<file path="src/verilog/lpmc_pkg.sv">
package lpmc_pkg;

   localparam int unsigned REF_CLK_MHZ    = 100;
   localparam int unsigned WAIT_RESTART_NS = 10000;
   localparam int unsigned WAIT_RESTART_CYC = (WAIT_RESTART_NS * REF_CLK_MHZ) / 1000 - 1;
   localparam int unsigned BACKUP_SEQ_CYC = 16;

   localparam int unsigned NUM_WAKE_PINS = 16;

   localparam logic [7:0] ADDR_CONTROL = 8'h00;
   localparam logic [7:0] ADDR_MODE    = 8'h04;
   localparam logic [7:0] ADDR_WAKE_EN = 8'h08;
   localparam logic [7:0] ADDR_STATUS  = 8'h0C;
   localparam logic [7:0] ADDR_SRCEN   = 8'h10;

   localparam int unsigned CTRL_REG_OFF_BIT  = 0;
   localparam int unsigned CTRL_WAIT_REQ_BIT = 1;

   localparam int unsigned MODE_LPSEL_BIT    = 0;
   localparam int unsigned MODE_DEEP_BIT     = 1;
   localparam int unsigned MODE_ONEXIT_BIT   = 2;
   localparam int unsigned MODE_PORDIS_BIT   = 3;
   localparam int unsigned MODE_FLASH_LOW_POWER_SELECT_LSB     = 4;

   localparam int unsigned SRC_FORCED_WAKEUP_PIN_BIT   = 0;
   localparam int unsigned SRC_SM_BIT     = 1;
   localparam int unsigned SRC_TAMPER_BIT = 2;
   localparam int unsigned SRC_RTC_BIT    = 3;
   localparam int unsigned SRC_RTT_BIT    = 4;

   localparam logic [1:0] FLASH_STANDBY = 2'h0;
   localparam logic [1:0] FLASH_DEEP_PD = 2'h1;
   localparam logic [1:0] FLASH_IDLE    = 2'h2;

   localparam logic [1:0] RESP_OKAY   = 2'h0;
   localparam logic [1:0] RESP_SLVERR = 2'h2;

   typedef enum logic [2:0] {
      ST_ACTIVE,
      ST_SLEEP,
      ST_WAIT,
      ST_RESTART,
      ST_BACKUP,
      ST_POWERUP
   } lpmc_state_t;

   typedef struct packed {
      logic [7:0]  awaddr;
      logic        awvalid;
      logic [31:0] wdata;
      logic [3:0]  wstrb;
      logic        wvalid;
      logic        bready;
      logic [7:0]  araddr;
      logic        arvalid;
      logic        rready;
   } lpmc_axi_req_t;

   typedef struct packed {
      logic        awready;
      logic        wready;
      logic [1:0]  bresp;
      logic        bvalid;
      logic        arready;
      logic [31:0] rdata;
      logic [1:0]  rresp;
      logic        rvalid;
   } lpmc_axi_rsp_t;

   typedef struct packed {
      logic [NUM_WAKE_PINS-1:0] wakePin;
      logic                     forcedWakeupPin;
      logic                     tamperEvent;
      logic                     rtcAlarm;
      logic                     rttAlarm;
      logic                     ioSupplyPresent;
      logic                     ioSupplyLow;
   } lpmc_wake_t;

   typedef struct packed {
      logic waitForEventInstr;
      logic waitForInterruptInstr;
      logic eventFlag;
      logic interruptPending;
      logic handlerReturn;
   } lpmc_core_t;

endpackage

</file>
<file path="src/verilog/lpmc_controller.sv">
`timescale 1ns/1ps
// Summary of operation
// - Backup keeps backup domain and slow oscillator running, core supplies off.
// - Software may disable the backup power-on-reset monitor.
// - Backup exits on any enabled wake source, pins, monitor, tamper or alarms.
// - Supply monitor wakes backup only on a present, falling io supply.
// - Writing one to regulator-off request enters backup mode.
// - Deep-sleep select one plus wait-for-event enters backup mode.
// - Backup entry shuts regulator, drives shutdown output low, removes core power.
// - Leaving backup restarts from reset, keeping only backup-area configuration.
// - Input supply loss never enters backup; shutdown output stays high.
// - Wait mode stops bus, peripheral and core clocks; power stays on.
// - Restart from wait mode completes within ten microseconds.
// - Wait-mode request bit enters wait; software then polls master clock ready.
// - Low-power select, deep-sleep zero and wait-for-event enter wait mode.
// - Flash select in wait: 0 standby, 1 deep power-down, 2 idle.
// - Wait exits on enabled fast wake pins, tamper, clock or timer alarm.
// - After wait, pin setup and fast RC frequency are kept.
// - Sleep stops only core clocks; enabled peripheral clocks keep running.
// - Interrupt wakes an interrupt-entered sleep; event wakes an event-entered sleep.
// - Sleep-on-handler-exit re-enters sleep on return from a handler.
// - Event pending before wait-for-event is consumed; no low-power entry.
// - Backup wake-up runs a sequence re-enabling core supply and logic.
// - Fast start-up restarts fast RC, switches master clock, re-enables core clock.
module lpmc_controller #(
   parameter int unsigned NUM_PINS = lpmc_pkg::NUM_WAKE_PINS
) (
   input  wire logic                   ref_clk,
   input  wire logic                   rst,
   input  wire lpmc_pkg::lpmc_axi_req_t axiReq,
   output      lpmc_pkg::lpmc_axi_rsp_t axiRsp,
   input  wire lpmc_pkg::lpmc_wake_t   wakeIn,
   input  wire lpmc_pkg::lpmc_core_t   coreIn,
   input  wire logic                   inputSupplyLow,
   output      logic                   shutdownOutput,
   output      logic                   coreRegulatorOn,
   output      logic                   regulatorStandby,
   output      logic                   corePowerOn,
   output      logic                   backupDomainOn,
   output      logic                   backupPorEnable,
   output      logic                   slowOscRun,
   output      logic                   busMasterClockEn,
   output      logic                   coreClockEn,
   output      logic                   peripheralClockEn,
   output      logic                   fastRcRestart,
   output      logic                   eventConsumed,
   output      logic [1:0]             flashLowPowerSelect,
   output      logic                   flashLowPowerActive,
   output      logic                   systemReset
);

   localparam int unsigned WAKE_W = NUM_PINS + 5;
   localparam logic [15:0] RESTART_LAST = 16'(lpmc_pkg::WAIT_RESTART_CYC);
   localparam logic [15:0] POWERUP_LAST = 16'(lpmc_pkg::BACKUP_SEQ_CYC - 1);

   initial begin
      // The wake bundle carries a fixed number of pin lines; more cannot be served.
      if (NUM_PINS < 1 || NUM_PINS > lpmc_pkg::NUM_WAKE_PINS) begin
         $error("lpmc_controller: NUM_PINS must not exceed the wake pin count");
      end
   end

   typedef struct packed {
      lpmc_pkg::lpmc_state_t state;
      logic [15:0]           count;
      logic                  sleepByEvent;
      logic                  regOffReq;
      logic                  waitReq;
      logic                  lowPowerSelect;
      logic                  deepSleepSelect;
      logic                  sleep_on_handler_exit;
      logic                  porDisable;
      logic [1:0]            flashSel;
      logic [NUM_PINS-1:0]   pinEnable;
      logic [4:0]            srcEnable;
      logic                  masterClockReady;
      logic                  awTaken;
      logic                  wTaken;
      logic [7:0]            awAddr;
      logic [31:0]           wData;
      logic                  bValid;
      logic [1:0]            bResp;
      logic                  rValid;
      logic [31:0]           rData;
      logic [1:0]            rResp;
      logic [WAKE_W-1:0]     sync1;
      logic [WAKE_W-1:0]     sync2;
      logic [WAKE_W-1:0]     sync3;
      logic [WAKE_W-1:0]     stable;
      logic                  ioLowPrev;
   } lpmc_regs_t;

   lpmc_regs_t q;
   lpmc_regs_t d;

   // Known register map; anything else answers with a slave error.
   function automatic logic addrValid(input logic [7:0] a);
      return a == lpmc_pkg::ADDR_CONTROL || a == lpmc_pkg::ADDR_MODE ||
             a == lpmc_pkg::ADDR_WAKE_EN || a == lpmc_pkg::ADDR_STATUS ||
             a == lpmc_pkg::ADDR_SRCEN;
   endfunction

   logic [WAKE_W-1:0] rawWake;
   logic [WAKE_W-1:0] agreed;
   logic              pinWake;
   logic              ioFalling;
   logic              fastWake;
   logic              backupWake;
   logic              doWrite;
   logic              doRead;
   logic [7:0]        rdAddr;

   assign rawWake = {wakeIn.wakePin[NUM_PINS-1:0], wakeIn.forcedWakeupPin,
                     wakeIn.ioSupplyPresent & wakeIn.ioSupplyLow, wakeIn.tamperEvent,
                     wakeIn.rtcAlarm, wakeIn.rttAlarm};

   always_comb begin
      d = q;
      d.sync1 = rawWake;
      d.sync2 = q.sync1;
      d.sync3 = q.sync2;
      agreed = (q.sync2 & q.sync3) | (q.stable & (q.sync2 | q.sync3));
      d.stable = agreed;
      d.ioLowPrev = agreed[3];

      pinWake = |(agreed[WAKE_W-1:5] & q.pinEnable);
      ioFalling = agreed[3] & ~q.ioLowPrev & q.srcEnable[lpmc_pkg::SRC_SM_BIT];
      fastWake = pinWake | (agreed[2] & q.srcEnable[lpmc_pkg::SRC_TAMPER_BIT]) |
                 (agreed[1] & q.srcEnable[lpmc_pkg::SRC_RTC_BIT]) |
                 (agreed[0] & q.srcEnable[lpmc_pkg::SRC_RTT_BIT]);
      backupWake = fastWake | ioFalling |
                   (agreed[4] & q.srcEnable[lpmc_pkg::SRC_FORCED_WAKEUP_PIN_BIT]);

      // AXI4-Lite write side: address and data may arrive in either order.
      if (axiReq.awvalid && !q.awTaken && !q.bValid) begin
         d.awTaken = 1'b1;
         d.awAddr = axiReq.awaddr;
      end
      if (axiReq.wvalid && !q.wTaken && !q.bValid) begin
         d.wTaken = 1'b1;
         d.wData = axiReq.wdata;
      end
      doWrite = q.awTaken && q.wTaken && !q.bValid;
      if (doWrite) begin
         d.awTaken = 1'b0;
         d.wTaken = 1'b0;
         d.bValid = 1'b1;
         d.bResp = addrValid(q.awAddr) ? lpmc_pkg::RESP_OKAY : lpmc_pkg::RESP_SLVERR;
         case (q.awAddr)
            lpmc_pkg::ADDR_CONTROL: begin
               if (q.wData[lpmc_pkg::CTRL_REG_OFF_BIT]) begin
                  d.regOffReq = 1'b1;
               end
               if (q.wData[lpmc_pkg::CTRL_WAIT_REQ_BIT]) begin
                  d.waitReq = 1'b1;
                  d.masterClockReady = 1'b0;
               end
            end
            lpmc_pkg::ADDR_MODE: begin
               d.lowPowerSelect = q.wData[lpmc_pkg::MODE_LPSEL_BIT];
               d.deepSleepSelect = q.wData[lpmc_pkg::MODE_DEEP_BIT];
               d.sleep_on_handler_exit = q.wData[lpmc_pkg::MODE_ONEXIT_BIT];
               d.porDisable = q.wData[lpmc_pkg::MODE_PORDIS_BIT];
               d.flashSel = q.wData[lpmc_pkg::MODE_FLASH_LOW_POWER_SELECT_LSB +: 2];
            end
            lpmc_pkg::ADDR_WAKE_EN: d.pinEnable = q.wData[NUM_PINS-1:0];
            lpmc_pkg::ADDR_SRCEN: d.srcEnable = q.wData[4:0];
            default: begin
            end
         endcase
      end
      if (q.bValid && axiReq.bready) begin
         d.bValid = 1'b0;
      end

      doRead = axiReq.arvalid && !q.rValid;
      rdAddr = axiReq.araddr;
      if (doRead) begin
         d.rValid = 1'b1;
         d.rResp = addrValid(rdAddr) ? lpmc_pkg::RESP_OKAY : lpmc_pkg::RESP_SLVERR;
         d.rData = '0;
         case (rdAddr)
            lpmc_pkg::ADDR_CONTROL: d.rData[lpmc_pkg::CTRL_WAIT_REQ_BIT] = q.waitReq;
            lpmc_pkg::ADDR_MODE: d.rData[7:0] = {2'h0, q.flashSel, q.porDisable,
                                   q.sleep_on_handler_exit, q.deepSleepSelect, q.lowPowerSelect};
            lpmc_pkg::ADDR_WAKE_EN: d.rData[NUM_PINS-1:0] = q.pinEnable;
            lpmc_pkg::ADDR_STATUS: d.rData[3:0] = {q.state, q.masterClockReady};
            lpmc_pkg::ADDR_SRCEN: d.rData[4:0] = q.srcEnable;
            default: d.rData = '0;
         endcase
      end
      if (q.rValid && axiReq.rready) begin
         d.rValid = 1'b0;
      end

      case (q.state)
         lpmc_pkg::ST_ACTIVE: begin
            d.count = '0;
            // Input supply loss is deliberately not a trigger here.
            if (q.regOffReq) begin
               d.state = lpmc_pkg::ST_BACKUP;
            end else if (q.waitReq) begin
               d.state = lpmc_pkg::ST_WAIT;
            end else if (coreIn.waitForEventInstr && coreIn.eventFlag) begin
               d.state = lpmc_pkg::ST_ACTIVE;
            end else if (coreIn.waitForEventInstr && q.deepSleepSelect) begin
               d.state = lpmc_pkg::ST_BACKUP;
            end else if (coreIn.waitForEventInstr && q.lowPowerSelect) begin
               d.state = lpmc_pkg::ST_WAIT;
            end else if (coreIn.waitForEventInstr || coreIn.waitForInterruptInstr ||
                         (coreIn.handlerReturn && q.sleep_on_handler_exit)) begin
               d.state = lpmc_pkg::ST_SLEEP;
               d.sleepByEvent = coreIn.waitForEventInstr;
            end
         end
         lpmc_pkg::ST_SLEEP: begin
            if (q.sleepByEvent ? (fastWake || coreIn.eventFlag) : coreIn.interruptPending) begin
               d.state = lpmc_pkg::ST_ACTIVE;
            end
         end
         lpmc_pkg::ST_WAIT: begin
            d.count = '0;
            if (fastWake) begin
               d.state = lpmc_pkg::ST_RESTART;
            end
         end
         lpmc_pkg::ST_RESTART: begin
            d.count = q.count + 16'h0001;
            if (q.count == RESTART_LAST) begin
               // Pin enables and mode settings are left untouched across wait.
               d.state = lpmc_pkg::ST_ACTIVE;
               d.waitReq = 1'b0;
               d.masterClockReady = 1'b1;
            end
         end
         lpmc_pkg::ST_BACKUP: begin
            d.count = '0;
            if (backupWake) begin
               d.state = lpmc_pkg::ST_POWERUP;
            end
         end
         lpmc_pkg::ST_POWERUP: begin
            d.count = q.count + 16'h0001;
            if (q.count == POWERUP_LAST) begin
               // Core-side settings fall back to reset; backup-area settings stay.
               d.state = lpmc_pkg::ST_ACTIVE;
               d.regOffReq = 1'b0;
               d.waitReq = 1'b0;
               d.lowPowerSelect = 1'b0;
               d.deepSleepSelect = 1'b0;
               d.sleep_on_handler_exit = 1'b0;
               d.flashSel = lpmc_pkg::FLASH_STANDBY;
               d.masterClockReady = 1'b1;
            end
         end
         default: d.state = lpmc_pkg::ST_ACTIVE;
      endcase
   end

   always_ff @(posedge ref_clk) begin
      if (rst) begin
         q <= '0;
         q.state <= lpmc_pkg::ST_ACTIVE;
         q.masterClockReady <= 1'b1;
         q.flashSel <= lpmc_pkg::FLASH_STANDBY;
      end else begin
         q <= d;
      end
   end

   logic inBackup;
   logic inWaitClass;
   assign inBackup = q.state == lpmc_pkg::ST_BACKUP || q.state == lpmc_pkg::ST_POWERUP;
   assign inWaitClass = q.state == lpmc_pkg::ST_WAIT;

   assign axiRsp.awready = !q.awTaken && !q.bValid;
   assign axiRsp.wready = !q.wTaken && !q.bValid;
   assign axiRsp.bvalid = q.bValid;
   assign axiRsp.bresp = q.bResp;
   assign axiRsp.arready = !q.rValid;
   assign axiRsp.rvalid = q.rValid;
   assign axiRsp.rdata = q.rData;
   assign axiRsp.rresp = q.rResp;

   assign shutdownOutput = q.state != lpmc_pkg::ST_BACKUP;
   assign coreRegulatorOn = !inBackup;
   assign corePowerOn = !inBackup;
   assign regulatorStandby = inWaitClass;
   assign backupDomainOn = 1'b1;
   assign slowOscRun = 1'b1;
   assign backupPorEnable = !q.porDisable;
   assign busMasterClockEn = !inBackup && !inWaitClass;
   assign peripheralClockEn = !inBackup && !inWaitClass;
   assign coreClockEn = q.state == lpmc_pkg::ST_ACTIVE;
   assign fastRcRestart = q.state == lpmc_pkg::ST_RESTART;
   assign eventConsumed = q.state == lpmc_pkg::ST_ACTIVE && coreIn.waitForEventInstr &&
                          coreIn.eventFlag && !q.regOffReq && !q.waitReq;
   assign flashLowPowerSelect = q.flashSel;
   assign flashLowPowerActive = inWaitClass && q.flashSel != lpmc_pkg::FLASH_IDLE;
   assign systemReset = q.state == lpmc_pkg::ST_POWERUP;

endmodule

</file>
<file path="config.mk">
export PLATFORM = sky130hd
export DESIGN_NAME = lpmc_controller
export DESIGN_NICKNAME = d
export VERILOG_FILES = /design/src/verilog/lpmc_pkg.sv /design/src/verilog/lpmc_controller.sv
export SDC_FILE = /design/constraint.sdc
export NUM_CORES = 1
export LEC_CHECK = 0
export ABC_AREA = 1
export BUFFER_PORTS_ARGS = -buffer_cell sky130_fd_sc_hd__buf_2
export CAP_MARGIN = 30
export CORE_ASPECT_RATIO = 1.2
export CORE_MARGIN = 3
export CORE_UTILIZATION = 50
export CTS_BUF_LIST = sky130_fd_sc_hd__clkbuf_4 sky130_fd_sc_hd__clkbuf_8 sky130_fd_sc_hd__clkbuf_16
export DETAILED_ROUTE_END_ITERATION = 7
export GPL_TIMING_DRIVEN = 0
export PLACE_DENSITY = 0.76
export SLEW_MARGIN = 20
export SYNTH_ARGS = -nofsm -noshare
export SYNTH_HDL_FRONTEND = slang
export SYNTH_SLANG_ARGS = --single-unit
</file>
<file path="constraint.sdc">
create_clock -name ref_clk -period 1.7 [get_ports ref_clk]
set_input_delay 0.085 -clock ref_clk [delete_from_list [all_inputs] [get_ports ref_clk]]
set_output_delay 0.085 -clock ref_clk [all_outputs]
set_load 0.01 [all_outputs]
</file>
==> results.py, run 1 <==
metrics = {
    "status": {
        "outcome": "finished, final reports clean",
    },
    "cells_and_area": {
        "final_cell_area_sq_um": 9820,
        "antenna_cells": 0,
        "layout.nets": 1323,
        "final_util_pct": 67.3,
        "area_growth_pct": 29.5,
        "layoutNonFillerInstCount": 1448,
        "drive_above_1_share_pct": 21.8,
    },
    "timing": {
        "worstMarginPinSlew_ps": 752,
        "slew_violations": 0,
        "rsz0062_at_grt": "yes",
        "timing.slew.headroom_pct": 49.9,
        "setup_violations": 0,
        "finClkSkew_ps": 7.38,
        "finalHoldViolCount": 0,
        "max_freq_mhz": 591,
        "post-route-min-period_ps": 1690,
        "period_share_pct": 99.6,
    },
    "cts": {
        "clk_pin_slew_ps": 60,
        "clk_latency_ps": 430,
        "cts_made_buffers": 17,
        "clock_sinks": 180,
        "clock_path_buffers": 2,
        "htree_levels": 4,
        "cts_root_buf": "clkbuf_16",
        "cts_tree": "done",
    },
    "grt": {
        "grt_pass1_vias": 6617,
        "grt-ovfl-total": 0,
        "grt_antenna_before_repair": 0,
        "grt_max_degree": 17,
        "grt_use_total_pct": 22.5,
        "grt_pass1_wl_um": 30300,
    },
    "yosys": {
        "synth-edff-count": 0,
        "ys_ff_latch": 180,
        "ys.flop_type": "dfxtp_1",
        "synth_area_per_cell_sq_um": 7.34,
        "netlist_area_sq_um": 7580,
        "ys_types": 47,
        "yosysWarnings": 0,
        "yosysSeqAreaShare_pct": 47.5,
        "syn_inst": 1033,
        "ys_async_sr_fraction_pct": 0,
    },
    "placed_design": {
        "gp_congestion": 0.897,
        "placed_cell_area_sq_um": 8410,
        "dpl.cell_count": 1352,
        "port_buffers": 101,
        "hpwlAfterDp_um": 13200,
    },
    "routing": {
        "wl_per_cell_um": 13.1,
        "ant_nets": 0,
        "viasPerCell": 4.86,
        "dr_total_vias": 7035,
        "wl_um": 18900,
        "drt_iter0_markers": 433,
        "drt-pass1-iter-count": 5,
        "drc": 0,
    },
    "pwr": {
        "power_leakage_nw": 4.49,
        "powerDensity_nw_per_um2": 1140,
        "totalPowerFinal_mw": 11.2,
        "peakVddDrop_uv": 734,
    },
    "worst_setup_path": {
        "cp_max_fo": 5,
        "end_kind": "flop",
        "arrival_ps": 2010,
        "rrSetupSlack_ps": 7,
        "start_kind": "flop",
        "worstPathRequired_ps": 2020,
        "setup.worst_path.class": "flop to flop",
    },
    "floorplanning": {
        "die_h_um": 141,
        "fp-row-count": 48,
        "io_pins": 144,
        "start_util_pct": 52.0,
        "die_w_um": 118,
        "design.core.area_sq_um": 14600,
        "design.die.area_sq_um": 16700,
    },
    "hold_path": {
        "hp-class": "input pin to flop",
    },
    "flow_run": {
        "drv_cap": 0,
    },
}
cells by family after synthesis:
| kind of cell | after synthesis | share of synthesized area, % |
|---|---|---|
| simple gates | 445 | 25.3 |
| buf+inv | 241 | 14.4 |
| flops | 180 | 47.5 |
| compound gates | 163 | 12.3 |
| fa+ha+maj | 2 | 0.297 |
| other cells | 2 | 0.0990 |
registers in the layout (all words and copies together) (netlist names):
register,cells
axiRsp,20
flashLowPowerSelect,2
d,42
q,116
final timing paths:
kind / from / end / depth (start not counted)
setup / recovery: q[202] / q[213] / 13
hold / removal: axiReq[30] / q[137] / 3
setup reg to reg: q[202] / q[213] / 13
hold reg to reg: d[58] / d[37] / 2
stage by stage:
step	setup WS (ps)	setup TNS (ps)	hold slack [ps]
global placement	-42.1	-306	289
CTS	-32.8	-32.8	0.484
detailed placement	-110	-948	292
finish	7.37	0	10.5
floorplan	154	0	192
global route	-113	-378	57.1
synth_stat cells, types with 2 or more instances:
cell type	instances	area, sq um
clkbuf_1	26	97.6
nand3_1	40	200
o31ai_1	2	15.0
nor2_1	198	743
or2_1	3	18.8
nand3_2	3	30.0
clkinv_1	3	11.3
nand4_1	11	68.8
a221oi_2	4	60.1
a31oi_1	2	12.5
inv_2	11	41.3
nand2_2	7	43.8
o21ai_0	72	360
a21oi_1	51	255
buf_4	46	345
nor3_1	4	20.0
nor3_2	3	30.0
buf_2	2	10.0
dfxtp_1	180	3600
nor2_4	3	33.8
a311oi_1	2	17.5
o211ai_1	4	30.0
a211oi_1	4	30.0
nor2_2	4	25.0
nor3_4	2	32.5
o21ai_1	7	35.0
buf_6	2	22.5
inv_1	151	567
a22oi_1	2	15.0
conb_1	2	7.51
o22ai_1	5	31.3
nand2_1	162	608
metal layers:
layer | GRT usage [%] | part of all wire, % | vias to the layer above
met5 | 0 | 0 | -
met4 | 8.91 | 2.5 | 0
met3 | 4.49 | 5.7 | 40
met2 | 41.4 | 51 | 231
met1 | 25.4 | 40 | 3191
li1 | - | - | 3573
final cells by class:
| cell class | count | area, sq um |
|---|---|---|
| Buffer | 75 | 482 |
| Clock buffer | 22 | 488 |
| Clock inverter | 10 | 145 |
| Fill cell | 1256 | 4780 |
| Inverter | 165 | 627 |
| Multi-Input combinational cell | 630 | 3080 |
| Sequential cell | 180 | 3620 |
| Tap cell | 200 | 250 |
| Timing Repair Buffer | 166 | 1120 |
cells in the final DEF (no fill, tap or decap), types with 3 or more instances in the layout:
master / count
clkbuf_16: 17
dfxtp_4: 5
a221oi_2: 4
nand4_1: 11
buf_4: 60
nor2_4: 6
a21oi_1: 49
or2_1: 3
nor2_1: 190
o22ai_1: 5
dfxtp_1: 174
nand3_1: 35
dlygate4sd3_1: 48
nand2_2: 10
nor2_2: 9
clkbuf_1: 25
nand3_2: 7
nor3_1: 4
a211oi_1: 4
o21ai_0: 70
nor3_2: 3
nand2_1: 158
conb_1: 20
o21ai_1: 8
o211ai_1: 4
inv_1: 150
inv_2: 11
bufinv_16: 3
clkbuf_8: 5
clkinvlp_4: 5
buf_2: 102
buf_6: 5
worst max-delay path: stages, from the launching register on:
cell and delay [ps]:
dfxtp_1 440, nand2_1 80, clkinv_1 90, nand3_1 80
nor2_1 160, nand2_1 90, nand2_1 60, nand2_1 60
inv_2 60, nand2_2 60, a21oi_4 190, nand3_1 120
nand2_1 70, nor2_1 40
power by group:
part	switching, mW	leakage [nW]	internal [mW]
logic	1.39	2.72	1.07
clock network	1.61	0.295	2.49
registers	0.179	1.47	4.45
what timing repair did:
action | in CTS | in global routing
setup endpoints to repair | 27 | 32
gates resized for setup | 17 | 37
pin swaps | 4 | 13
buffers inserted | 3 | 14
hold buffers | 48 | 0
endpoints found under the hold margin | 47 | 0
Power figures use the tool's default switching activity.
==> inputs of run 2 (changes only) <==
Clock period 1.7 ns to 1.5 ns, I/O delays scaled along.
==> results.py, run 2 (synthesis gave the netlist of run 1 again) <==
metrics = {
    "cells_and_area": {
        "nFillCells": 1064,
        "largest_register_ffs": 116,
        "drive_above_1_share_pct": 30.0,
        "final_util_pct": 72.7,
        "layout.nets": 1368,
        "antenna_cells": 0,
        "final_cell_mix": "183 x nor2_1, 166 x dfxtp_1, 149 x nand2_1, 145 x inv_1, 97 x buf_2",
        "final_common_cell": "nor2_1",
        "final_cell_area_sq_um": 10600,
        "area_growth_pct": 40.0,
        "top_register": "q",
    },
    "routing": {
        "drc": 0,
        "drt-pass1-iter-count": 5,
        "drt_iter0_markers": 746,
        "wl_per_cell_um": 14.8,
        "dr_total_vias": 7572,
        "wl_um": 22100,
        "ant_nets": 0,
        "viasPerCell": 5.08,
    },
    "timing": {
        "rsz0062_at_grt": "yes",
        "timing.hold.ws_ps": 88.3,
        "worstMarginPinSlew_ps": 879,
        "post-route-min-period_ps": 1750,
        "max_freq_mhz": 573,
        "finalHoldViolCount": 0,
        "setup_violations": 36,
        "finClkSkew_ps": 11.5,
        "slew_violations": 0,
        "timing.slew.headroom_pct": 41.4,
        "period_share_pct": 116,
        "timing.final.ws_setup_ps": -245,
        "fin_tns_setup_ps": -4130,
    },
    "floorplanning": {
        "design.core.area_sq_um": 14600,
        "fp-row-count": 48,
        "design.die.area_sq_um": 16700,
        "start_util_pct": 52.0,
        "die_h_um": 141,
        "die_w_um": 118,
        "io_pins": 144,
    },
    "worst_setup_path": {
        "max_stage_delay_ps": 380,
        "path_common_cell": "nand2_1",
        "worstPathRequired_ps": 1820,
        "start_kind": "flop",
        "path_delay_family": "simple AND/OR/NAND/NOR gates",
        "end_kind": "flop",
        "arrival_ps": 2070,
        "crit_buf_inv": 3,
        "setup.worst_path.class": "flop to flop",
        "cp_max_fo": 5,
        "critPathSlowestCell": "dfxtp_1",
        "rrSetupSlack_ps": -250,
        "crit_chain": "inv_2 > nand3_1 > nor2_2 > nand2_1 > nand2_1 > nand2_1 > inv_2 > nand2_2 > a21oi_4 > nand3_2 > nand2_1 > inv_1",
    },
    "status": {
        "outcome": "finished, violations left",
        "violations": "negative setup slack",
    },
    "pwr": {
        "power_leakage_nw": 4.83,
        "p_sw_mw": 4.24,
        "swShare_pct": 31.0,
        "pwr-share-comb_pct": 31.0,
        "peakVddDrop_uv": 979,
        "power.internal_mw": 9.45,
        "powerDensity_nw_per_um2": 1290,
        "seq_power_share_pct": 38.5,
        "p_clk_share_pct": 30.5,
    },
    "placed_design": {
        "gp_congestion": 0.890,
        "hpwlAfterDp_um": 12900,
        "port_buffers": 101,
        "pre_cts_ws_ps": -289,
        "placed_cell_area_sq_um": 8430,
    },
    "cts": {
        "clock_path_buffers": 2,
        "cts_root_buf": "clkbuf_16",
        "htree_levels": 4,
        "clk_latency_ps": 430,
        "clk_pin_slew_ps": 70,
        "clock_sinks": 180,
        "cts_made_buffers": 17,
        "cts_tree": "done",
    },
    "grt": {
        "grt-ovfl-total": 0,
        "grt_antenna_before_repair": 0,
        "grt_pass1_vias": 6727,
        "grt_pass1_wl_um": 31000,
        "grt_max_degree": 17,
        "grt_use_total_pct": 23.1,
    },
    "flow_run": {
        "drv_cap": 0,
    },
    "hold_path": {
        "hp-class": "input pin to flop",
    },
}
## run 2: cell types whose count changed in the layout (fill, tap and decap cells not counted), moves of 8 or more
cell	before	now
buf_4	60	85
a21oi_2	2	11
o21ai_2	1	15
o21ai_0	70	54
dfxtp_1	174	166
nand2_1	158	149
buf_6	5	22
a21oi_1	49	39
## run 2: metrics by stage
step           power, mW  instances
2_1_floorplan       6.84       1051
3_3_place_gp        7.43       1352
3_5_place_dp        7.48       1352
4_1_cts             12.7       1463
5_1_grt             14.2       1492
6_report            13.7       1492
## run 2: final timing paths
path,end,startpoint,cells after the start
worst max-delay path,q[212],q[201],12
worst min register to register,d[34],d[55],2
worst max register to register,q[212],q[201],12
worst min-delay path,q[123],axiReq[11],4
## run 2: cell type report
cell class / instances / area (sq um) / share of cell area [%]
Buffer: 75 / 510 / 4.81
Clock buffer: 22 / 475 / 4.48
Clock inverter: 9 / 81.3 / 0.766
Inverter: 165 / 647 / 6.09
Multi-Input combinational cell: 631 / 3420 / 32.3
Sequential cell: 180 / 3640 / 34.3
Tap cell: 200 / 250 / 2.36
Timing Repair Buffer: 210 / 1590 / 14.9
## run 2: timing repair
action                                  in CTS  in global routing
resized for setup                           66                137
hold buffers                                49                  0
gates cloned                                 4                  2
pin swaps                                   14                 39
buffers inserted                            27                 31
hold endpoints to repair                    48                  0
endpoints found under the setup margin      54                 80
## run 2: power groups by stage
stage	clock [mW]	sequential (mW)	combinational, mW
global placement	0	5.30	2.14
global route	4.43	5.29	4.48
finish	4.18	5.27	4.24
floorplan	0	5.26	1.58
detailed placement	0	5.30	2.17
CTS	4.24	5.24	3.20
## run 2: tightest hold or removal path, delay by kind of cell
family | cells | cell delay (ps)
simple gates | 1 | 90
compound gates | 2 | 220
buf+inv | 1 | 80
## run 2: metal layers
metal  global-route usage (%)  wire length, um
met4                     11.4             1200
met1                     26.0             8190
met5                        0                0
met3                     5.06             1480
met2                     41.3            11200
